--- src/common/sgmv_pkg.sv ---
// package: constants and types of the segment buffer move block
package sgmv_pkg;
    // ------------------------------------------------------------
    // entry array geometry
    // ------------------------------------------------------------
    localparam int SGMV_NENT = 16;
    localparam int SGMV_IW = 4;
    localparam int SGMV_VIRTUAL_SEGMENT_ID_W = 52;
    // ------------------------------------------------------------
    // register-file field positions (bit 0 = msb of the 64-bit word)
    // ------------------------------------------------------------
    localparam int SRC_KEYS_LSB = 29;   // big-endian bits 32-34
    localparam int SRC_NX_LSB = 27;     // big-endian bits 35-36
    localparam int SRC_VLO_LSB = 0;     // big-endian bits 37-63
    localparam int SRC_VLO_W = 27;
    localparam int SRC_VHI_LSB = 32;    // big-endian bits 7-31
    localparam int SRC_VHI_W = 25;
    localparam int IDX_SEL_LSB = 28;    // big-endian bits 32-35
    localparam int RD_ZERO_LSB = 57;    // big-endian bits 0-6
    // ------------------------------------------------------------
    // apb map, byte addresses
    // ------------------------------------------------------------
    localparam logic [7:0] ADDR_CTRL = 8'h00;
    localparam logic [7:0] ADDR_STATUS = 8'h04;
    localparam logic [7:0] ADDR_MASK = 8'h08;
    localparam logic [7:0] ADDR_CREATED = 8'h0c;
    localparam logic [7:0] ADDR_VICTIM = 8'h10;
    localparam int CTRL_STV_BIT = 0;
    localparam int ST_ILLEGAL = 0;
    localparam int ST_PRIV = 1;
    localparam int ST_UNDEF = 2;
    localparam int ST_W = 3;
    localparam logic [ST_W-1:0] STATUS_RST = 3'h0;
    localparam logic [ST_W-1:0] MASK_RST = 3'h0;
    // ------------------------------------------------------------
    // operation codes and entry layout
    // ------------------------------------------------------------
    typedef enum logic [2:0] {
        OP_RD_DIR = 3'b000,
        OP_RD_IDX = 3'b001,
        OP_WR_DIR = 3'b010,
        OP_WR_IDX = 3'b011,
        OP_WRD_DIR = 3'b100,
        OP_WRD_IDX = 3'b101
    } sgmv_op_t;
    typedef struct packed {
        logic [SGMV_IW-1:0] effective_segment_id_lo;
        logic valid;
        logic [2:0] keys;
        logic [1:0] nx;
        logic [SGMV_VIRTUAL_SEGMENT_ID_W-1:0] virtual_segment_id;
    } sgmv_entry_t;
endpackage : sgmv_pkg

--- src/rtl/sgmv_repl_hist.sv ---
// module: replacement history of the segment buffer
`timescale 1ns/1ns
module sgmv_repl_hist #(
    parameter int IW = 4
) (
    input wire logic clk,
    input wire logic rst_n,
    input wire logic touch,
    input wire logic [IW-1:0] touch_idx,
    output logic [IW-1:0] victim
);
    import sgmv_pkg::*;
    typedef struct packed {
        logic [IW-1:0] victim;
    } sgmv_hist_t;
    sgmv_hist_t st_reg;
    sgmv_hist_t st_next;
    // ------------------------------------------------------------
    // next state
    // ------------------------------------------------------------
    // round robin: the victim moves just past the entry last loaded
    always_comb begin
        st_next = st_reg;
        if (touch) begin
            st_next.victim = touch_idx + IW'(1);
        end
    end
    // ------------------------------------------------------------
    // state register
    // ------------------------------------------------------------
    // synchronous reset to entry zero
    always_ff @(posedge clk) begin
        if (!rst_n) begin
            st_reg <= '0;
        end else begin
            st_reg <= st_next;
        end
    end
    assign victim = st_reg.victim;
endmodule : sgmv_repl_hist

--- src/rtl/sgmv_seg_move.sv ---
// module: segment buffer move operations with apb status and control
// Operation
// - Indexed read maps entry keys, nx and both virtual_segment_id halves into destination bits.
// - Every read forces destination bits 0 to 6 to zero.
// - Reads of entries not made by a segment write return undefined data.
// - Direct 32-bit write: effective_segment_id from index, valid set, upper virtual_segment_id cleared.
// - 32-bit writes take keys, nx and lower virtual_segment_id from source bits 32-63.
// - Indexed 32-bit write selects entry by index bits 32-35, same mapping.
// - Double-word writes map any segment 0-15 onto the full 52-bit range.
// - Direct double-word write takes upper virtual_segment_id from source bits 7-31, valid set.
// - Indexed double-word write selects entry by index bits 32-35.
// - Double-word writes come as a pair; absent ones raise illegal instruction.
// - Double-word writes on a 32-bit implementation raise illegal instruction.
// - All operations are supervisor only; user attempts are privilege violations.
// - 32-bit reads return the whole entry, double-word entries included.
// - Sixteen entries addressed by a 4-bit index act as segment registers.
// - Reads may be undefined once table translation validity was set.
// - Every segment write updates replacement history like a table reload.
//
// The implementer's own choices: the placing of the registers and register access over APB.
`timescale 1ns/1ns
module sgmv_seg_move #(
    parameter bit IMPL64 = 1'b1,
    parameter bit DW_PRESENT = 1'b1
) (
    input wire logic CLOCK,
    input wire logic RST_N,
    input wire logic OP_VALID,
    input wire sgmv_pkg::sgmv_op_t OP_CODE,
    input wire logic OP_SUPER,
    input wire logic [sgmv_pkg::SGMV_IW-1:0] OP_SEG_INDEX,
    input wire logic [63:0] OP_SOURCE_GPR,
    input wire logic [63:0] OP_INDEX_GPR,
    output logic OP_DONE,
    output logic [63:0] OP_RESULT,
    output logic OP_RESULT_DEFINED,
    output logic OP_ILLEGAL,
    output logic OP_PRIV,
    input wire logic RELOAD_TOUCH,
    input wire logic [sgmv_pkg::SGMV_IW-1:0] RELOAD_INDEX,
    output logic [sgmv_pkg::SGMV_IW-1:0] VICTIM_INDEX,
    output logic SEG_TABLE_VALID,
    input wire logic PSEL,
    input wire logic PENABLE,
    input wire logic PWRITE,
    input wire logic [7:0] PADDR,
    input wire logic [31:0] PWDATA,
    output logic [31:0] PRDATA,
    output logic PREADY,
    output logic PSLVERR,
    output logic IRQ
);
    import sgmv_pkg::*;
    // ------------------------------------------------------------
    // state
    // ------------------------------------------------------------
    typedef struct packed {
        // the sixteen segment registers first, then bookkeeping and results
        sgmv_entry_t [SGMV_NENT-1:0] ent;
        logic [SGMV_NENT-1:0] created;
        logic stv;
        logic [ST_W-1:0] status;
        logic [ST_W-1:0] mask;
        logic [31:0] prdata;
        logic done;
        logic [63:0] result;
        logic defined;
        logic ill;
        logic priv;
    } sgmv_state_t;
    sgmv_state_t st_reg;
    sgmv_state_t st_next;
    logic [SGMV_IW-1:0] sel;
    logic is_read;
    logic is_write;
    logic is_dw;
    logic is_indexed;
    logic known_op;
    logic illegal;
    logic priv_fault;
    logic do_read;
    logic do_write;
    sgmv_entry_t new_ent;
    sgmv_entry_t rd_ent;
    logic [63:0] rd_word;
    logic [ST_W-1:0] ev;
    logic [ST_W-1:0] w1c;
    logic apb_setup;
    logic apb_wr;
    logic mapped;
    logic [SGMV_IW-1:0] victim;
    // ------------------------------------------------------------
    // operation decode
    // ------------------------------------------------------------
    // classify the opcode and pick the entry index
    always_comb begin
        is_read = 1'b0;
        is_write = 1'b0;
        is_dw = 1'b0;
        is_indexed = 1'b0;
        known_op = 1'b1;
        case (OP_CODE)
            OP_RD_DIR: begin
                is_read = 1'b1;
            end
            OP_RD_IDX: begin
                is_read = 1'b1;
                is_indexed = 1'b1;
            end
            OP_WR_DIR: begin
                is_write = 1'b1;
            end
            OP_WR_IDX: begin
                is_write = 1'b1;
                is_indexed = 1'b1;
            end
            OP_WRD_DIR: begin
                is_write = 1'b1;
                is_dw = 1'b1;
            end
            OP_WRD_IDX: begin
                is_write = 1'b1;
                is_dw = 1'b1;
                is_indexed = 1'b1;
            end
            default: begin
                known_op = 1'b0;
            end
        endcase
    end
    // indexed forms take the entry number from index gpr bits 32-35
    assign sel = is_indexed ? OP_INDEX_GPR[IDX_SEL_LSB +: SGMV_IW]
                            : OP_SEG_INDEX;
    // ------------------------------------------------------------
    // exception checks
    // ------------------------------------------------------------
    // illegal instruction outranks the privilege check
    // a double-word write is illegal on a 32-bit build or when the pair is left out
    assign illegal = !known_op || (is_dw && (!IMPL64 || !DW_PRESENT));
    assign priv_fault = !illegal && !OP_SUPER;
    assign do_read = OP_VALID && is_read && !illegal && !priv_fault;
    assign do_write = OP_VALID && is_write && !illegal && !priv_fault;
    // ------------------------------------------------------------
    // entry build for writes
    // ------------------------------------------------------------
    // fill the entry as a segment table load would; unused bits are not stored
    always_comb begin
        new_ent = '0;
        new_ent.effective_segment_id_lo = sel;
        new_ent.valid = 1'b1;
        new_ent.keys = OP_SOURCE_GPR[SRC_KEYS_LSB +: 3];
        new_ent.nx = OP_SOURCE_GPR[SRC_NX_LSB +: 2];
        new_ent.virtual_segment_id[SRC_VLO_W-1:0] = OP_SOURCE_GPR[SRC_VLO_LSB +: SRC_VLO_W];
        // source bits 0-6 are don't-care and never looked at
        if (is_dw) begin
            new_ent.virtual_segment_id[SGMV_VIRTUAL_SEGMENT_ID_W-1:SRC_VLO_W] =
                OP_SOURCE_GPR[SRC_VHI_LSB +: SRC_VHI_W];
        end else begin
            new_ent.virtual_segment_id[SGMV_VIRTUAL_SEGMENT_ID_W-1:SRC_VLO_W] = '0;
        end
    end
    // ------------------------------------------------------------
    // read formatting
    // ------------------------------------------------------------
    // the whole entry goes back, whichever write made it
    assign rd_ent = st_reg.ent[sel];
    // pack the selected entry back into the register-file word
    always_comb begin
        rd_word = '0;
        rd_word[63:RD_ZERO_LSB] = '0;
        rd_word[SRC_VHI_LSB +: SRC_VHI_W] = rd_ent.virtual_segment_id[SGMV_VIRTUAL_SEGMENT_ID_W-1:SRC_VLO_W];
        rd_word[SRC_KEYS_LSB +: 3] = rd_ent.keys;
        rd_word[SRC_NX_LSB +: 2] = rd_ent.nx;
        rd_word[SRC_VLO_LSB +: SRC_VLO_W] = rd_ent.virtual_segment_id[SRC_VLO_W-1:0];
    end
    // ------------------------------------------------------------
    // interrupt events and apb decode
    // ------------------------------------------------------------
    // sticky events: illegal, privilege, undefined read-back
    always_comb begin
        ev = '0;
        ev[ST_ILLEGAL] = OP_VALID && illegal;
        ev[ST_PRIV] = OP_VALID && priv_fault;
        ev[ST_UNDEF] = do_read && !st_reg.created[sel];
    end
    // apb phase and address decode
    assign apb_setup = PSEL && !PENABLE;
    assign apb_wr = PSEL && PENABLE && PWRITE;
    assign mapped = (PADDR == ADDR_CTRL) || (PADDR == ADDR_STATUS) ||
                    (PADDR == ADDR_MASK) || (PADDR == ADDR_CREATED) ||
                    (PADDR == ADDR_VICTIM);
    assign w1c = (apb_wr && PADDR == ADDR_STATUS) ? PWDATA[ST_W-1:0] : '0;
    // ------------------------------------------------------------
    // next state
    // ------------------------------------------------------------
    // completion pulses, entry updates, status and apb registers
    always_comb begin
        st_next = st_reg;
        st_next.done = OP_VALID;
        st_next.ill = OP_VALID && illegal;
        st_next.priv = OP_VALID && priv_fault;
        // read results are held until the next successful read; writes and refused operations leave them
        if (do_read) begin
            st_next.result = rd_word;
            st_next.defined = st_reg.created[sel];
        end
        if (do_write) begin
            st_next.ent[sel] = new_ent;
            st_next.created[sel] = 1'b1;
        end
        // hardware reloads may replace entries while table translation is on
        if (st_reg.stv) begin
            st_next.created = '0;
        end
        // status: set wins over a write-one clear in the same cycle
        st_next.status = (st_reg.status & ~w1c) | ev;
        if (apb_wr && PADDR == ADDR_CTRL) begin
            st_next.stv = PWDATA[CTRL_STV_BIT];
        end
        if (apb_wr && PADDR == ADDR_MASK) begin
            st_next.mask = PWDATA[ST_W-1:0];
        end
        // read data is fetched in the setup cycle for a zero-wait access
        if (apb_setup) begin
            st_next.prdata = '0;
            case (PADDR)
                ADDR_CTRL: begin
                    st_next.prdata[CTRL_STV_BIT] = st_reg.stv;
                end
                ADDR_STATUS: begin
                    st_next.prdata[ST_W-1:0] = st_reg.status;
                end
                ADDR_MASK: begin
                    st_next.prdata[ST_W-1:0] = st_reg.mask;
                end
                ADDR_CREATED: begin
                    st_next.prdata[SGMV_NENT-1:0] = st_reg.created;
                end
                ADDR_VICTIM: begin
                    st_next.prdata[SGMV_IW-1:0] = victim;
                end
                default: begin
                    st_next.prdata = '0;
                end
            endcase
        end
    end
    // ------------------------------------------------------------
    // state register
    // ------------------------------------------------------------
    // synchronous reset; entries come up empty and not created
    always_ff @(posedge CLOCK) begin
        if (!RST_N) begin
            st_reg <= '0;
            st_reg.status <= STATUS_RST;
            st_reg.mask <= MASK_RST;
        end else begin
            st_reg <= st_next;
        end
    end
    // ------------------------------------------------------------
    // replacement history
    // ------------------------------------------------------------
    // a segment write touches history exactly as a table reload does
    sgmv_repl_hist #(
        .IW(SGMV_IW)
    ) u_hist (
        .clk(CLOCK),
        .rst_n(RST_N),
        .touch(do_write || RELOAD_TOUCH),
        .touch_idx(do_write ? sel : RELOAD_INDEX),
        .victim(victim)
    );
    // ------------------------------------------------------------
    // outputs
    // ------------------------------------------------------------
    // the operation outputs, SEG_TABLE_VALID and PRDATA come straight from the state register; IRQ and PSLVERR are decoded
    assign OP_DONE = st_reg.done;
    assign OP_RESULT = st_reg.result;
    assign OP_RESULT_DEFINED = st_reg.defined;
    assign OP_ILLEGAL = st_reg.ill;
    assign OP_PRIV = st_reg.priv;
    assign VICTIM_INDEX = victim;
    assign SEG_TABLE_VALID = st_reg.stv;
    assign PRDATA = st_reg.prdata;
    assign PREADY = 1'b1; // never waits
    assign PSLVERR = PSEL && PENABLE && !mapped; // unmapped address
    assign IRQ = |(st_reg.status & st_reg.mask);
endmodule : sgmv_seg_move

--- config.mk ---
export PLATFORM = sky130hd
export DESIGN_NAME = sgmv_seg_move
export DESIGN_NICKNAME = d
export VERILOG_FILES = /design/src/common/sgmv_pkg.sv /design/src/rtl/sgmv_repl_hist.sv /design/src/rtl/sgmv_seg_move.sv
export SDC_FILE = /design/constraint.sdc
export NUM_CORES = 2
export LEC_CHECK = 0
export ABC_CLOCK_PERIOD_IN_PS = 3300
export BUFFER_PORTS_ARGS = -buffer_cell sky130_fd_sc_hd__buf_2
export CELL_PAD_IN_SITES_DETAIL_PLACEMENT = 2
export CELL_PAD_IN_SITES_GLOBAL_PLACEMENT = 2
export CORE_MARGIN = 2
export CORE_UTILIZATION = 36
export DETAILED_ROUTE_END_ITERATION = 10
export GPL_TIMING_DRIVEN = 0
export PLACE_DENSITY = 0.79
export SLEW_MARGIN = 10
export SYNTH_ARGS = -nofsm -noshare
export SYNTH_HDL_FRONTEND = slang
export SYNTH_HIERARCHICAL = 1
export SYNTH_SLANG_ARGS = --single-unit
export TNS_END_PERCENT = 30
--- constraint.sdc ---
create_clock -name CLOCK -period 3.3 [get_ports CLOCK]
set_input_delay 0.33 -clock CLOCK [delete_from_list [all_inputs] [get_ports CLOCK]]
set_output_delay 0.33 -clock CLOCK [all_outputs]
set_load 0.005 [all_outputs]
**Yosys cells after proc, flatten, opt, wreduce, memory -nomap -nowiden**

Index checks and enable logic that the tools add are counted.

- Logic and storage cells: 169
- Output and inout bits: 108
- Bits of input ports: 187
- Register bits: 1096

- Equal/unequal tests: 9
- Add/subtract/negate cells: 1
- Order comparisons: 2
- Bitwise logic cells: 6
- Reduce and logical (&&, ||, !) cells: 38
- Multiplexer cells: 22

Operator list:

| operator | count |
|---|---|
| bitwise mux 992 bit | 1 |
| binary-select mux 62 bit (select 4 bit) | 1 |
| demux 62 bit (select 4 bit) | 1 |
| two-way mux 62 bit | 1 |
| two-way mux 57 bit | 1 |
| two-way mux 25 bit | 1 |
| logical AND 1 bit | 18 |
| == test 8 x 4 -> 1 bit (second input constant) | 2 |
| bitwise OR 16 bit | 1 |
| two-way mux 12 bit | 1 |
| == test 8 x 3 -> 1 bit (second input constant) | 1 |
| == test 8 x 5 -> 1 bit (second input constant) | 1 |
| zero test 8 bit | 1 |
| two-way mux 4 bit | 2 |
| case mux 2 bit (4 select lines) | 1 |
| two-way mux 1 bit | 7 |
| bitwise AND 3 bit | 2 |
| == test 3 x 2 -> 1 bit (second input constant) | 2 |
| == test 3 bit (second input constant) | 2 |
| zero test 1 bit | 6 |
| OR reduction 2 bit | 3 |
| OR reduction 3 bit | 2 |
| OR reduction 6 bit | 1 |
| logical OR 1 bit | 5 |
| 14 further kinds | 14 |

**Longest topological paths before layout**

- Depth in word-level cells: 9
- Gate-level depth with buffers: 12
- Mapped depth without buffers: 8

**Hierarchy**

Netlist, hierarchy kept.

Modules (own cells, without submodules):

| module | area each (sq um) | instances | sequential area each (sq um) | cells an instance |
|---|---|---|---|---|
| sgmv_seg_move | 46558.4 | 1 | 20259.4 | 6149 |
| sgmv_repl_hist | 173.9 | 1 | 80.1 | 17 |

**Worst setup path before layout**

No wires, ideal clock.

- Path kind: input to register
- Start: in OP_CODE[2]
- End: reg u_hist.st_reg, in the netlist u_hist/victim[2]
- Cell stages on the path: 11
- Buffers on the path: 4
- Setup slack: 0.796 ns
- Data arrival time: 2.388 ns
- Required time: 3.184 ns
- Library setup time: 0.116 ns
- Cell sequence: buf_2 -> a21boi_4 -> mux2i_4 -> buf_4 -> buf_2 -> buf_2 -> a21oi_1 -> ha_1 -> xnor2_1 -> nand2_1 -> o211a_1

- Longest elaborated chain between the ends: 8
- Elaborated cells on any way between the ends: 21
- Classes of those cells: add/sub (1); eq/ne (5); mux (5); reduce/logical (10)

Ends and longest elaborated chain:

| item | RTL line | source |
|---|---|---|
| start: declaration | sgmv_seg_move.sv:29 | `input wire sgmv_pkg::sgmv_op_t OP_CODE,` |
| == test 3 bit (tied with other cells) | sgmv_seg_move.sv:102 | `case (OP_CODE)` |
| OR reduction 6 bit (no source line) or OR reduction 4 bit (tied branches) | n/a |  |
| two-way mux 1 bit | sgmv_seg_move.sv:102 |  |
| logical AND 1 bit (on tied branches) | sgmv_seg_move.sv:140, sgmv_seg_move.sv:142 |  |
| zero test 1 bit or logical AND 1 bit (tied branches) | sgmv_seg_move.sv:142 | `assign do_write = OP_VALID && is_write && !illegal && !priv_fault;` |
| logical AND 1 bit | sgmv_seg_move.sv:142 |  |
| two-way mux 4 bit | sgmv_seg_move.sv:271 | `.touch_idx(do_write ? sel : RELOAD_INDEX),` |
| adder 4 x 1 -> 4 bit | sgmv_repl_hist.sv:25 | `st_next.victim = touch_idx + IW'(1);` |
| end signal: assignment | sgmv_repl_hist.sv:36 | `st_reg <= st_next;` |
| end: declaration | sgmv_repl_hist.sv:16 | `sgmv_hist_t st_reg;` |

Parallel ways exist; a longest one is shown, timed or not.
A chain may end at the register's enable or synchronous reset.

**Worst setup path in the final report**

- Start: in RST_N
- End: reg st_reg[357] (netlist bit)

RTL lines:

| item | RTL line | source |
|---|---|---|
| start: declaration | sgmv_seg_move.sv:27 | `input wire logic RST_N,` |
| end signal: assignment | sgmv_seg_move.sv:258 | `st_reg <= st_next;` |
| end: declaration | sgmv_seg_move.sv:71 | `sgmv_state_t st_reg;` |

No word-level cell between the ends.

==> reports/metrics.yaml <==
clockRootBuffer: "clkbuf_16"
dpl.cell_count: 8069
use_met1_pct: 45.8
wl_um: 245000
avgSynthCellArea_um2: 7.58
cp_cell_sequence: "buf_2, clkbuf_1, clkbuf_1, clkbuf_1, clkbuf_1, and2_1"
hold_viol: 0
irDropWorstVdd_mv: 0.425
slew_violations: 0
vias_per_cell: 5.77
grt.total_usage_pct: 36.1
syn_to_final_growth_pct: 15.6
grt_overflow_total: 0
syn_inst: 6166
hold_ws_ps: 45.6
maxCapViolations: 0
end_kind: "flop"
core_area_mm2: 0.129
drt-pass1-iter-count: 5
start_util_pct: 36.2
gp_congestion: 0.905
synth.most_common_cell: "nand2_1"
busiest_layer: "met2"
numClockSinks: 1016
grt_setup_unrepaired: "no"
powerDensity_mw_per_mm2: 540
worst_path_max_delay_cell: "clkbuf_1"
htreeDepth: 3
grt_max_degree: 20
synth.top_cell.area_share_pct: 43.5
finalCriticalPeriod_ps: 3370
die_y_um: 364
cts_setup_buffers: 0
synthXorXnorAreaFrac_pct: 0.0750
cts_tree: "done"
yosysTopAreaCell: "dfxtp_1"
worstPathArrival_ps: 4050
cp-start-kind: "input port"
final_layout_size_suffix_gt1_share_pct: 10.5
die_x_um: 364
clock_latency_ps: 770
synth.ff_latch_count: 1016
ys_top_cells_by_area: "dfxtp_1 44%, nand2_1 17%, a21boi_0 6.8%"
crit_fanout: 10
cts_made_buffers: 118
placed_area_mm2: 0.0497
core.rowCount: 132
finalSetupViolCount: 19
clk_path_buf_depth: 3
nets: 6659
grt_use_met2_pct: 59.7
synth_seq_area_share_pct: 43.5
die-area_mm2: 0.133
synth_common_cells: "2154 x nand2_1, 1016 x dfxtp_1, 461 x nand3_1"
worst_slack_ps: -68.3
async_reset_ff_share_pct: 0
synth_top_family_by_area: "simple AND/OR/NAND/NOR gates"
drt-wirelength-per-cell_um: 29.4
ant_nets: 0
fin_crit_sh_pct: 102
skew_ps: 37.4
tightest_slew_ps: 1380
largest_register_ffs: 934
clk_pin_slew_ps: 60
synthAdderAreaFrac_pct: 0.0268
use_met3_pct: 5.38
violations: "negative setup slack"
synth_warnings: 6
antenna_found_initial: 26
io_pins: 295
min_path_type: "input port to flop"
clock.fmax_ghz: 0.297
netlist_area_mm2: 0.0467
max_stage_delay_ps: 1070
vias: 47981
synth-simple-area-share_pct: 29.2
max_slew_margin_pct: 8.20
synth_compound_area_share_pct: 16.8
ys_types: 59
status: "finished, violations left"
post-route-drc-count: 0
crit_top_cell: "clkbuf_1"
final_area_mm2: 0.0540
dp_hpwl_um: 174000
port_buffers: 136
muxShareOfSynthArea_pct: 3.17
drtIter0Drc: 4291
grt_pass1_vias: 50663
p_leak_uw: 0.0193
ys.flop_type: "dfxtp_1"
grt_pass1_wl_um: 349000
finalNonFillerCells: 8320
final_core_util_pct: 41.8
synth_edf_count: 0
path_class: "input port to flop"
crit_required_ps: 3980
[cells in the final DEF (no fill, tap or decap), drive strengths merged, types with 3 or more instances in the layout]
master / netlist / layout
nand2: 2155 / 2155
dfxtp: 1016 / 1016
clkbuf: 348 / 523
a21boi: 513 / 513
nand3: 463 / 463
buf: 327 / 463
o21ai: 459 / 459
and2: 401 / 401
mux2i: 130 / 130
a31oi: 118 / 118
o221ai: 57 / 57
nor2b: 37 / 37
dlygate4sd3: 0 / 25
conb: 2 / 24
nor2: 23 / 23
clkinv: 0 / 21
o21a: 16 / 16
a22oi: 16 / 16
nand4: 16 / 16
bufinv: 0 / 12
nor3: 10 / 10
a21oi: 9 / 9
inv: 3 / 9
clkinvlp: 0 / 8
diode: 0 / 7
a211oi: 6 / 6
mux2: 6 / 6
nand2b: 5 / 5
mux4: 3 / 3
o22ai: 3 / 3
nor3b: 3 / 3
a31o: 3 / 3
[area by class of cell]
cell class / instances / area, µm²
fill: 14942 / 75100
multi-input combinational: 4494 / 23100
clock buffer: 173 / 3400
sequential: 1016 / 20300
antenna: 7 / 17.5
tap: 1742 / 2180
clock inverter: 47 / 601
inverter: 3 / 11.3
timing repair buffer: 164 / 981
buffer: 674 / 3350
[cells by family (layout without fill, tap and decap cells)]
kind of cell / after synthesis / in the layout
xor gates and xnor gates: 4 / 4
and+or+nand+nor: 3118 / 3118
AOI/OAI and AO/OA: 1208 / 1208
buffers and inverters: 678 / 1061
DFF: 1016 / 1016
other: 2 / 31
muxes: 139 / 139
adders and majority gates: 1 / 1
[report_power, final]
part	leakage, µW	switching [µW]	internal (µW)	total (µW)
combinational	0.00912	2160	653	2810
sequential	0.00819	64.2	12300	12400
clock	0.00195	5910	8070	14000
[per-stage QoR]
stage	setup TNS [ps]	setup slack [ps]	power, µW
CTS	0	64.8	29100
detailed placement	-170890	-766	15400
global route	0	29.9	29800
floorplan	0	796	14000
global placement	-207170	-1010	15300
finish	-698	-68.3	29200
[metal layers]
| metal | wire length (µm) | share of wire (%) |
|---|---|---|
| met1 | 103000 | 42 |
| met2 | 113000 | 46 |
| met3 | 16600 | 6.8 |
| met4 | 12600 | 5.2 |
| met5 | 76 | 0.031 |
[what timing repair did]
action                                 4_1_cts  5_1_grt
endpoints found under the hold margin       90        0
setup endpoints to repair                    1        4
gates resized for setup                      0        5
hold buffers                                25        0
[final timing paths]
path                startpoint          end  slack (ps)  depth (start not counted)
max                      RST_N  st_reg[357]         -70                          6
min          OP_SOURCE_GPR[16]  st_reg[201]          50                          3
max reg2reg        st_reg[112]  st_reg[105]        1510                          6
min reg2reg        st_reg[253]  st_reg[253]         460                          2
[worst max-delay path: cells and delay by family]
family	cells	cell delay, ps
buffers and inverters	5	3460
AND/OR/NAND/NOR	1	230
No activity file was read; power rests on OpenSTA's default activity.
